==> config.mk <==
export PLATFORM = sky130hd
export DESIGN_NAME = lbc_top
export DESIGN_NICKNAME = d
export VERILOG_FILES = /design/src/hdl/lbc_pkg.sv /design/src/hdl/lbc_top.sv
export VERILOG_INCLUDE_DIRS = /design/src /design/src/hdl
export SDC_FILE = /design/constraint.sdc
export NUM_CORES = 1
export LEC_CHECK = 0
export ABC_AREA = 1
export BUFFER_PORTS_ARGS = -buffer_cell sky130_fd_sc_hd__buf_4
export CORE_UTILIZATION = 35
export DETAILED_ROUTE_END_ITERATION = 10
export GPL_TIMING_DRIVEN = 0
export SLEW_MARGIN = 10
export SYNTH_ARGS = -nofsm -noshare
export SYNTH_HDL_FRONTEND = slang
export SYNTH_SLANG_ARGS = --single-unit
==> constraint.sdc <==
create_clock -name CLOCK -period 3 [get_ports CLOCK]
set_input_delay 0.3 -clock CLOCK [delete_from_list [all_inputs] [get_ports CLOCK]]
set_output_delay 0.3 -clock CLOCK [all_outputs]
set_load 0.1 [all_outputs]
==> src/hdl/lbc_defs.svh <==
/*
 * Constants of the local bus cycle control block: pin encodings,
 * reset values and field widths.
 * Assumes it is included by its bare name before the package and the top.
 */
`ifndef LBC_DEFS_SVH
`define LBC_DEFS_SVH
`define LBC_BEAT_W        2
`define LBC_ACC_CODE      1'b0
`define LBC_ACC_DATA      1'b1
`define LBC_DIR_RECEIVE   1'b0
`define LBC_DIR_TRANSMIT  1'b1
`define LBC_WNR_READ      1'b0
`define LBC_WNR_WRITE     1'b1
`define LBC_RDY_SAMPLE    1'b0
`define LBC_RCV_DONE      1'b1
`define LBC_NEG_IDLE      1'b1
`define LBC_NEG_ACTIVE    1'b0
`define LBC_STRAP_W       4
`define LBC_STRAP_COREHLD 0
`define LBC_STRAP_FLOAT   1
`define LBC_STRAP_SELFTEST_STRAP   2
`define LBC_STRAP_RETRY   3
`define LBC_STRAP_RST     4'hf
`endif

==> src/hdl/lbc_pkg.sv <==
/*
 * Types of the local bus cycle control block.
 * Assumes lbc_defs.svh is reachable on the include path.
 */
`include "lbc_defs.svh"
package lbc_pkg;
    typedef enum logic [2:0] {
        IDLE_STATE,
        ADDRESS_STATE,
        DATA_STATE,
        WAIT_STATE,
        RECOVERY_STATE,
        HOLD_STATE
    } lbc_state_e;

    typedef struct packed {
        logic                    valid;
        logic                    write;
        logic                    data_access;
        logic                    lock;
        logic                    lock_last;
        logic [`LBC_BEAT_W-1:0]  beats;
    } lbc_req_s;

    typedef struct packed {
        logic write_not_read;
        logic access_type;
        logic transfer_direction;
        logic data_phase_enable_n;
        logic bus_lock_n;
    } lbc_ctrl_s;
endpackage

==> src/hdl/lbc_top.sv <==
/*
 * Local bus cycle control: bus state sequencing, direction, lock,
 * hold handover, wait and recovery insertion, and reset strap capture.
 * Assumes the request port comes from logic on CLOCK, pins and straps
 * arrive asynchronously, and a pad ring resolves levels from the enables.
 */
`include "lbc_defs.svh"
module lbc_top
(
    input  wire logic            CLOCK,
    input  wire logic            SRST,
    input  wire lbc_pkg::lbc_req_s REQ,
    output logic                 REQ_TAKEN,
    output logic                 XFER_DONE,
    input  wire logic            HOLD_REQ,
    input  wire logic            READY_RECOVER_IN_N,
    input  wire logic            MC_READY_N,
    input  wire logic            CORE_HOLD_STRAP,
    input  wire logic            FLOAT_ALL_STRAP_N,
    input  wire logic            SELFTEST_STRAP,
    input  wire logic            CONFIG_RETRY_STRAP,
    input  wire logic            CORE_RESET_CLEAR,
    input  wire logic            CONFIG_RETRY_CLEAR,
    output lbc_pkg::lbc_ctrl_s   CTRL_OUT,
    output logic                 CTRL_OE,
    output logic                 BUS_HOLD_GRANT,
    output logic                 GRANT_OE,
    output logic                 LOCAL_READY_OUT_N,
    output logic                 LOCAL_READY_OE,
    output logic                 CORE_IN_RESET,
    output logic                 PERIPH_CFG_OPEN,
    output logic                 CONFIG_RETRY_ACTIVE,
    output logic                 FLOAT_MODE,
    output logic                 CLOCK_STOP,
    output logic                 SELFTEST_INTERNAL_EN,
    output logic                 BUS_CONFIDENCE_EN
);
    import lbc_pkg::*;

    function automatic logic in_data(input lbc_state_e s);
        in_data = (s == DATA_STATE) || (s == WAIT_STATE);
    endfunction

    // two-flop synchronisers for the hold and ready/recover pins and the straps
    logic                    hold_s1;
    logic                    hold_s2;
    logic                    rdy_s1;
    logic                    rdy_s2;
    logic [`LBC_STRAP_W-1:0] strap_s1;
    logic [`LBC_STRAP_W-1:0] strap_s2;

    always_ff @(posedge CLOCK)
    begin
        hold_s1  <= HOLD_REQ;
        hold_s2  <= hold_s1;
        rdy_s1   <= READY_RECOVER_IN_N;
        rdy_s2   <= rdy_s1;
        strap_s1 <= {CONFIG_RETRY_STRAP, SELFTEST_STRAP,
                     FLOAT_ALL_STRAP_N, CORE_HOLD_STRAP};
        strap_s2 <= strap_s1;
    end

    // strap capture, core reset and configuration retry
    logic [`LBC_STRAP_W-1:0] strap_reg;
    logic [`LBC_STRAP_W-1:0] strap_next;
    logic                    core_rst_reg;
    logic                    core_rst_next;
    logic                    retry_reg;
    logic                    retry_next;
    logic                    float_reg;
    logic                    float_next;
    logic                    selftest_strap_reg;
    logic                    selftest_strap_next;

    always_comb
    begin
        strap_next    = strap_reg;
        core_rst_next = core_rst_reg;
        retry_next    = retry_reg;
        float_next    = float_reg;
        selftest_strap_next    = selftest_strap_reg;
        if (SRST)
        begin
            strap_next    = strap_s2;
            core_rst_next = 1'b1;
            retry_next    = 1'b0;
            float_next    = 1'b0;
            selftest_strap_next    = 1'b0;
        end
        else
        begin
            // core released at CORE_HOLD_STRAP, or held until software clears it
            if (core_rst_reg && (strap_reg[`LBC_STRAP_COREHLD]
                                 || CORE_RESET_CLEAR))
                core_rst_next = 1'b0;
            // held-core mode forces the retry strap inactive
            if (!float_reg && !selftest_strap_reg && core_rst_reg)
                retry_next = strap_reg[`LBC_STRAP_RETRY]
                             && strap_reg[`LBC_STRAP_COREHLD];
            if (CONFIG_RETRY_CLEAR)
                retry_next = 1'b0;
            float_next = float_reg
                         || !strap_reg[`LBC_STRAP_FLOAT];
            selftest_strap_next = 1'b1;
        end
    end

    always_ff @(posedge CLOCK)
    begin
        strap_reg    <= strap_next;
        core_rst_reg <= core_rst_next;
        retry_reg    <= retry_next;
        float_reg    <= float_next;
        selftest_strap_reg    <= selftest_strap_next;
    end

    assign CORE_IN_RESET        = core_rst_reg;
    assign CONFIG_RETRY_ACTIVE  = retry_reg;
    assign PERIPH_CFG_OPEN      = !retry_reg;
    assign FLOAT_MODE           = float_reg;
    assign CLOCK_STOP           = float_reg;
    assign SELFTEST_INTERNAL_EN = selftest_strap_reg && !float_reg
                                  && strap_reg[`LBC_STRAP_SELFTEST_STRAP];
    assign BUS_CONFIDENCE_EN    = selftest_strap_reg && !float_reg;

    // bus state machine and pin registers
    lbc_state_e              state_reg;
    lbc_state_e              state_next;
    logic [`LBC_BEAT_W-1:0]  beat_reg;
    logic [`LBC_BEAT_W-1:0]  beat_next;
    logic                    last_lock_reg;
    logic                    last_lock_next;
    lbc_ctrl_s               ctrl_reg;
    lbc_ctrl_s               ctrl_next;
    logic                    grant_reg;
    logic                    grant_next;
    logic                    lrdy_reg;
    logic                    lrdy_next;
    logic                    take;
    logic                    beat_ok;
    logic                    may_grant;

    assign beat_ok   = in_data(state_reg)
                       && (rdy_s2 == `LBC_RDY_SAMPLE);
    assign may_grant = hold_s2 && !float_reg
                       && (ctrl_reg.bus_lock_n == `LBC_NEG_IDLE);
    assign take      = (state_reg == IDLE_STATE) && REQ.valid
                       && !may_grant && !float_reg;

    always_comb
    begin
        state_next     = state_reg;
        beat_next      = beat_reg;
        last_lock_next = last_lock_reg;
        ctrl_next      = ctrl_reg;
        grant_next     = grant_reg;
        lrdy_next      = MC_READY_N;
        case (state_reg)
            IDLE_STATE:
            begin
                if (may_grant)
                begin
                    state_next = HOLD_STATE;
                    grant_next = 1'b1;
                end
                else if (take)
                begin
                    state_next               = ADDRESS_STATE;
                    beat_next                = REQ.beats;
                    last_lock_next           = REQ.lock_last;
                    ctrl_next.write_not_read = REQ.write;
                    ctrl_next.access_type    = REQ.data_access;
                    ctrl_next.transfer_direction = REQ.write ?
                        `LBC_DIR_TRANSMIT : `LBC_DIR_RECEIVE;
                    if (REQ.lock)
                        ctrl_next.bus_lock_n = `LBC_NEG_ACTIVE;
                end
            end
            ADDRESS_STATE:
            begin
                state_next = DATA_STATE;
                ctrl_next.data_phase_enable_n = `LBC_NEG_ACTIVE;
            end
            DATA_STATE, WAIT_STATE:
            begin
                if (!beat_ok)
                    state_next = WAIT_STATE;
                else if (beat_reg != '0)
                begin
                    state_next = DATA_STATE;
                    beat_next  = beat_reg - `LBC_BEAT_W'(1);
                end
                else
                begin
                    state_next = RECOVERY_STATE;
                    ctrl_next.data_phase_enable_n = `LBC_NEG_IDLE;
                    if (last_lock_reg)
                        ctrl_next.bus_lock_n = `LBC_NEG_IDLE;
                end
            end
            RECOVERY_STATE:
            begin
                if (rdy_s2 == `LBC_RCV_DONE)
                    state_next = IDLE_STATE;
            end
            HOLD_STATE:
            begin
                if (!hold_s2)
                begin
                    state_next = IDLE_STATE;
                    grant_next = 1'b0;
                end
            end
            default:
            begin
                state_next = IDLE_STATE;
            end
        endcase
        if (SRST)
        begin
            state_next     = IDLE_STATE;
            beat_next      = '0;
            last_lock_next = 1'b0;
            grant_next     = 1'b0;
            lrdy_next      = `LBC_NEG_IDLE;
            ctrl_next.write_not_read      = `LBC_WNR_READ;
            ctrl_next.access_type         = `LBC_ACC_CODE;
            ctrl_next.transfer_direction  = `LBC_DIR_RECEIVE;
            ctrl_next.data_phase_enable_n = `LBC_NEG_IDLE;
            ctrl_next.bus_lock_n          = `LBC_NEG_IDLE;
        end
    end

    always_ff @(posedge CLOCK)
    begin
        state_reg     <= state_next;
        beat_reg      <= beat_next;
        last_lock_reg <= last_lock_next;
        ctrl_reg      <= ctrl_next;
        grant_reg     <= grant_next;
        lrdy_reg      <= lrdy_next;
    end

    assign REQ_TAKEN         = take;
    assign XFER_DONE         = beat_ok;
    assign CTRL_OUT          = ctrl_reg;
    // control lines float in hold and in float mode; grant and local ready lines float in float mode only
    assign CTRL_OE           = !grant_reg && !float_reg;
    assign BUS_HOLD_GRANT    = grant_reg;
    assign GRANT_OE          = !float_reg;
    assign LOCAL_READY_OUT_N = lrdy_reg;
    assign LOCAL_READY_OE    = !float_reg;
endmodule

==> impl_results.md, run 1 <==
* Number of global-route vias before repair at 959
* Yosys warns at 0
* Time the worst path needs with I/O delays and setup at 1.895 ns
* Die W at slightly above 60 um
* Number of DRC violations after detailed routing at 0
* Overall die area at 3737 um2
* Worst rel slew slack at 0.6243
* Grt total ovfl at 0
* Kind of cell adding the most delay to the critical path: simple AND/OR/NAND/NOR gates
* Register bit count reported by yosys at 32
* Initial antenna violation count at 0
* Mapped Area at about 1200 um2
* Number of cells produced by synthesis at ~140
* Fin. Hold Viols at 0
* Number of inserted filler cells in the final layout at 346
* Sequential-to-total area share from yosys stat at 0.5562
* Highest Clock Rate at 527.6 MHz
* Clock transition at path regs at 0.10 ns
* Avg Vias per Cell at approximately 4.5
* Type of element launching the critical path: flop
* Setup repair after global routing missed its margin: false
* WS Path Type: reg2out
* Level count of the clock H-tree at 2
* Highest ir drop seen on vdd at 0.3487 mV
* Number of detailed-route iterations in the first pass at 4
* Multi-input combinational cell area at 440.4 um2
* Number of buffer and inverter stages on the critical path at 2
* Largest area contributor in the netlist: dfxtp_1
* Top-area cell type share of the netlist area at 0.4581
* P per Cell Area at a little under 1000 nW/um2
* Max Slew Vio Count at 0
* Status: completed
* DIE HEIGHT at 61.13 um
* Number of nets in the layout at 199
* List of cells traversed by the critical path: nor2_2 > nand2_4 > nor2_4 > nand2_2 > clkinv_2 > buf_4
* Worst slew pin tran at approximately 0.56 ns
* Share of cells above drive strength 1 at 0.4033
* CTS tree: done
* Total of max-cap violations at 0
* Number of gates given a new drive strength after cts at 0
* CTS sink cnt at 32
* Hold bufs inserted after CTS at 0
* Delay of the slowest critical-path stage at 0.38 ns
* Post-detailed-routing wire length at 2.415 mm
* Class of the tightest hold or removal check: in2reg
* Top layer reached by signal wires: met4
* Setup crit end kind: output pin
* HPWL after detailed placement at 1.862 mm
* Latest clock arrival within the worst-skew pair at approximately 0.32 ns
* Number of post-CTS setup repair buffers at 0
* Fraction of the cycle the final worst path needs at 0.6318
* Met3 Routed Length at roughly 140 um
* Area of the core at 3337 um2
* Via count at roughly 1,000
* Inserted Clock Buffers at 5
* Main area contributors after synthesis: dfxtp_1, edfxtp_1, nand2_1
* Maximum net fanout on the critical path at 5
* Cell Rows at 21
* Post-synth net total at roughly 160
* Post-detailed-route count of antenna-violating nets at 0
* Pin count of the biggest net entering global routing at 12
* Post-route setup TNS at 0 ns
* Maximum root-to-sink buffer count at 2
* Number of ports placed on the die boundary at 37
* Overall Global Routing Usage at 0.1508
* Post-synthesis to final-layout area growth at 33.33%
* Placer's final routability congestion estimate at roughly 0.89
* Antenna cells at 0
* Flip-flop and latch area at 680.7 um2
* Worst path arrival time at 1.60 ns
* Commonest cells after routing, fill and taps aside: buf_4, dfxtp_1, nand2_1
* Port Buf Inserts at 36
* Met2 WL post-DR at roughly 1.3 mm
* Final Skew at 0.009869 ns
* Standard cell with the maximum stage delay on the critical path: dfxtp_1
* Mean instance size in the synthesized netlist at 8.932 um2
* First-pass GRT wire length at 3.953 mm
* Buffer cell driving the clock tree root: clkbuf_4
* Final setup violation count at 0
* Number of violations reported at the end of detailed-routing iteration 0 at 28
* Static Leakage at 0.7720 nW
* Routed wire length per instance at 10.64 um
* CP Data Required Time at between 2 and 3 ns
* Met1 Routed Length at 1.001 mm
* Initial core utilization at 0.3667
* Hold slack final at 0.06730 ns
* Final setup slack of the worst path at 1.105 ns
* Worst setup slack before clock tree synthesis at 1.470 ns
* Number of distinct library cell variants in the gate-level netlist after synthesis at 27
* Most frequent standard cell in the layout excluding fill and tap cells: buf_4
cell families (layout without fill, tap and decap cells):
kind of cell	Yosys count	in the layout	synth area share
compound gates	15	15	0.08282
fa+ha+maj	1	1	0.01022
buf+inv	24	68	0.08384
flops	32	32	0.5562
simple gates	65	65	0.2669
worst register-to-register path, stage by stage (launching register included):
cell and delay, ns:
dfxtp_1 0.49, inv_1 0.21, nand3_1 0.11, a21oi_1 0.07
nor2_1 0.14, nand2_1 0.07, nand2_1 0.06, nand3_1 0.05
Yosys cell counts:
cell type and count:
ha_1 1, nand2_4 1, nand2_1 24, clkbuf_1 1, a21oi_2 3, buf_4 3, nand3_2 1, dfxtp_1 28
o21ai_1 1, nor4_1 1, edfxtp_1 4, o21ai_4 1, nor2_1 9, nand3b_1 1, and3_1 1, nand4_1 3
nand2_2 8, or2_2 1, a31oi_1 3, inv_1 14, nor2_4 1, a21oi_1 6, clkinv_2 1, inv_2 5
nand3_1 10, o21ai_0 1, nor2_2 4
where the power goes:
part | total [W] | switching, W | internal (W)
clock network | 0.000320 | 0.000146 | 0.000174
logic | 0.000750 | 0.000540 | 0.000209
registers | 0.000546 | 0.0000510 | 0.000495
total | 0.00162 | 0.000737 | 0.000878
layout make-up:
type | instances | area share
inverters | 20 | 0.04678
clock inverters | 3 | 0.02607
clock buffers | 5 | 0.02301
repair buffers | 36 | 0.1656
well taps | 46 | 0.03528
plain buffers | 4 | 0.01610
flip-flops and latches | 32 | 0.4172
multi-input cells | 81 | 0.2699
final timing paths:
| check | cells past startpoint | slack (ns) | from | to |
|---|---|---|---|---|
| worst max-delay path | 6 | 1.10 | state_reg[1] | REQ_TAKEN |
| worst min-delay path | 1 | 0.07 | READY_RECOVER_IN_N | rdy_s1 |
| worst max register to register | 7 | 1.70 | CLOCK_STOP | CTRL_OUT[0] |
| worst min register to register | 0 | 0.33 | hold_s1 | hold_s2 |
per-layer routing:
metal / track usage / vias to the layer above
met5: 0 / -
li1: - / 525
met1: 0.1638 / 474
met4: 0.06169 / 0
met2: 0.2547 / 28
met3: 0.06933 / 2
through the flow:
stage | util | std cells | power [W] | cell area, um2
floorplan | - | 137 | 0.001163 | 1224
global placement | 0.4649 | 219 | 0.001297 | 1551
detailed placement | 0.4649 | 219 | 0.001308 | 1551
CTS | 0.4889 | 227 | 0.001636 | 1632
global route | 0.4889 | 227 | 0.001730 | 1632
finish | 0.4889 | 227 | 0.001615 | 1632
Note: power is estimated with default switching activity, not from simulation.
==> run 2: changes to the inputs <==
ABC_AREA = 0   (was 1)
clock period = 1.6 ns   (was 3 ns; I/O delays follow)
==> run 2 against run 1 <==
Worst hold slack got worse by 0.015 ns; via count down 5.8%; largest cell class unchanged; register-to-register slack got worse by 1.6 ns; largest power group is now sequential cells; critical path type unchanged; power grew 42%.
==> impl_results.md, run 2 <==
* Routed wire length per instance at 12.15 um
* Area of the core at 3103 um2
* Highest Clock Rate at 641.9 MHz
* Die W at 59.69 um
* Maximum root-to-sink buffer count at 2
* CTS sink cnt at 32
* Number of cells produced by synthesis at 106
* Latest clock arrival within the worst-skew pair at 0.34 ns
* Number of global-route vias before repair at 915
* Number of violations reported at the end of detailed-routing iteration 0 at 20
* Commonest cells post-synth: dfxtp_1, inv_1, a21oi_1, nand3_1, nor2_1
* First-pass GRT wire length at a little under 4 mm
* Number of ports placed on the die boundary at 37
* CP Data Required Time at 1.44 ns
* Overall Global Routing Usage at 0.1547
* Port Buf Inserts at 36
* Fraction of the cycle the final worst path needs at 0.9736
* Final setup violation count at 0
* Number of DRC violations after detailed routing at 0
* Adder-cell share of the synthesized area at 0.01074
* Worst slew pin tran at about 0.48 ns
* Worst setup slack before clock tree synthesis at 0.02113 ns
* Compound-Gate Fraction of Synth Area at 0.1858
* Maximum net fanout on the critical path at 3
* Switching power total at around 0.00083 W
* Max Slew Vio Count at 0
* Mapped Area at 1165 um2
* Initial core utilization at 0.3754
* Final setup slack of the worst path at about 0.042 ns
* Via count at about 970
* Worst path arrival time at 1.40 ns
* Mean instance size in the synthesized netlist at 10.99 um2
* Setup crit end kind: output pin
* Library cell with the highest instance count after synthesis: dfxtp_1
* Post-detailed-routing wire length at approximately 2.5 mm
* Buffer cell driving the clock tree root: clkbuf_4
* DIE HEIGHT at ~60 um
* Cell Rows at 20
* RR Startpoint: beat_reg[0]
* Pin count of the biggest net entering global routing at 12
* Placer's final routability congestion estimate at 0.8048
* Status: completed
* CTS tree: done
* Number of inserted filler cells in the final layout at around 300
* Worst rel slew slack at 0.6825
* Time the worst path needs with I/O delays and setup at 1.558 ns
* Post-detailed-route count of antenna-violating nets at 0
* Register-to-Register Setup Slack at approximately 0.080 ns
* Dominant combinational cell family by area after synthesis: compound AO/OA/AOI/OAI gates
* Fin. Hold Viols at 0
* Xor and xnor fraction of the mapped netlist area at 0
* Post-synthesis to final-layout area growth at 54.46%
* WS Path Type: reg2out
* Hold slack final at 0.05244 ns
* Register bit count reported by yosys at 32
* Part of the total power dissipated in the clock network at 0.269
* Number of nets in the layout at 182
* Yosys warns at 0
* HPWL after detailed placement at 1.674 mm
* P per Cell Area at 1274 nW/um2
* Top-area cell type share of the netlist area at 0.4812
* Capture point of the critical path: REQ_TAKEN
* Initial antenna violation count at 0
* Post-layout util at 0.5798
* Antenna cells at 0
* Post-synth net total at about 130
* Overall die area at 3563 um2
* CP startpoint: CLOCK_STOP
* Inserted Clock Buffers at 5
* Reg2Reg Capture Point: beat_reg[1]
* Setup repair after global routing missed its margin: false
* Clock transition at path regs at 0.10 ns
* Mux cell area share after synthesis at 0.008593
* Avg Vias per Cell at 4.659
* Largest area contributor in the netlist: dfxtp_1
* Grt total ovfl at 0
* Final Skew at around 0.0065 ns
* Most frequent standard cell in the layout excluding fill and tap cells: buf_4
* Worst Min Path Start: SRST
* Sequential-to-total area share from yosys stat at 0.5843
* Number of distinct library cell variants in the gate-level netlist after synthesis at 39
* Asr flop ratio synth at 0
* Class of the tightest hold or removal check: in2reg
* Number of detailed-route iterations in the first pass at 4
* Internal portion of total power at 0.001464 W
* Basic-gate share of the synthesized area counting and, or, nand and nor cells at 0.1461
* Depth of the worst register-to-register path at 5
* Commonest cells after routing, fill and taps aside: buf_4, dfxtp_1, dlygate4sd3_1
* Proportion of power drawn by combinational gates at 0.316
* Type of element launching the critical path: flop
* Static Leakage at 0.7583 nW
* Top FF cell, synth: dfxtp_1
* Level count of the clock H-tree at 2
* Total of max-cap violations at 0
* EDFF count, synth at 4
* Share of cells above drive strength 1 at 0.4634
* Sequential cell fraction of total power at 0.416
* Main area contributors after synthesis: dfxtp_1, edfxtp_1, a21oi_1
* Sw Share at 0.3618
* Highest ir drop seen on vdd at 0.7536 mV
-- run 2: worst max-delay path: stages, from the launching register on --
cell,delay (ns)
dfxtp_4,0.36
or3b_4,0.41
nor2_4,0.11
buf_12,0.18
-- run 2: area by class of cell --
| class | instances | area [um2] | area share |
|---|---|---|---|
| multi-input combinational | 59 | 449.2 | 0.2497 |
| timing repair buffer | 52 | 445.4 | 0.2476 |
| buffer | 4 | 30.03 | 0.01669 |
| clock inverter | 3 | 42.54 | 0.02364 |
| sequential | 32 | 698.2 | 0.3880 |
| tap | 44 | 55.05 | 0.03060 |
| clock buffer | 5 | 37.54 | 0.02086 |
| inverter | 9 | 41.29 | 0.02295 |
-- run 2: timing repair --
action,in CTS,in global routing
endpoints found under the hold margin,9,0
setup buffers,6,1
gates resized for setup,11,7
endpoints found under the setup margin,1,4
pin swaps,3,2
hold buffers,9,0
-- run 2: power groups by stage --
stage / logic [W] / clock network [W] / registers [W]
after floorplan: 0.000360 / 0 / 0.00109
after global placement: 0.000640 / 0 / 0.000954
after detailed placement: 0.000652 / 0 / 0.000958
after CTS: 0.000732 / 0.000628 / 0.000941
after global routing: 0.000758 / 0.000662 / 0.000962
final: 0.000724 / 0.000616 / 0.000953
-- run 2: how the worst min path moves through the flow --
stage,endpoint,slack (ns),cells after the start
floorplan,hold_s1,0.19,0
global placement,strap_s1[0],0.26,1
detailed placement,strap_s1[0],0.27,1
CTS,state_reg[1],0.06,2
global route,state_reg[1],0.05,2
finish,state_reg[1],0.05,2
-- run 2: stage by stage --
step | instances | total power [W] | instance area [um2] | TNS [ns]
2_1_floorplan | 106 | 0.001455 | 1211 | -0.2473
3_5_place_dp | 186 | 0.001610 | 1536 | 0
6_report | 208 | 0.002293 | 1799 | 0
4_1_cts | 208 | 0.002301 | 1789 | 0
3_3_place_gp | 186 | 0.001594 | 1536 | 0
5_1_grt | 208 | 0.002382 | 1799 | 0
-- run 2: logic make-up after synthesis --
logic type      count (synthesis)
compound gates                 29
mux                             1
buf+inv                        15
flops                          32
simple gates                   28
fa+ha+maj                       1
-- run 2: layer usage --
metal | GRT usage | vias to the layer above | share of wire
li1 | - | 492 | -
met1 | 0.1796 | 450 | 0.46
met2 | 0.2397 | 22 | 0.48
met3 | 0.06710 | 5 | 0.040
met4 | 0.08306 | 0 | 0.017
met5 | 0 | - | 0
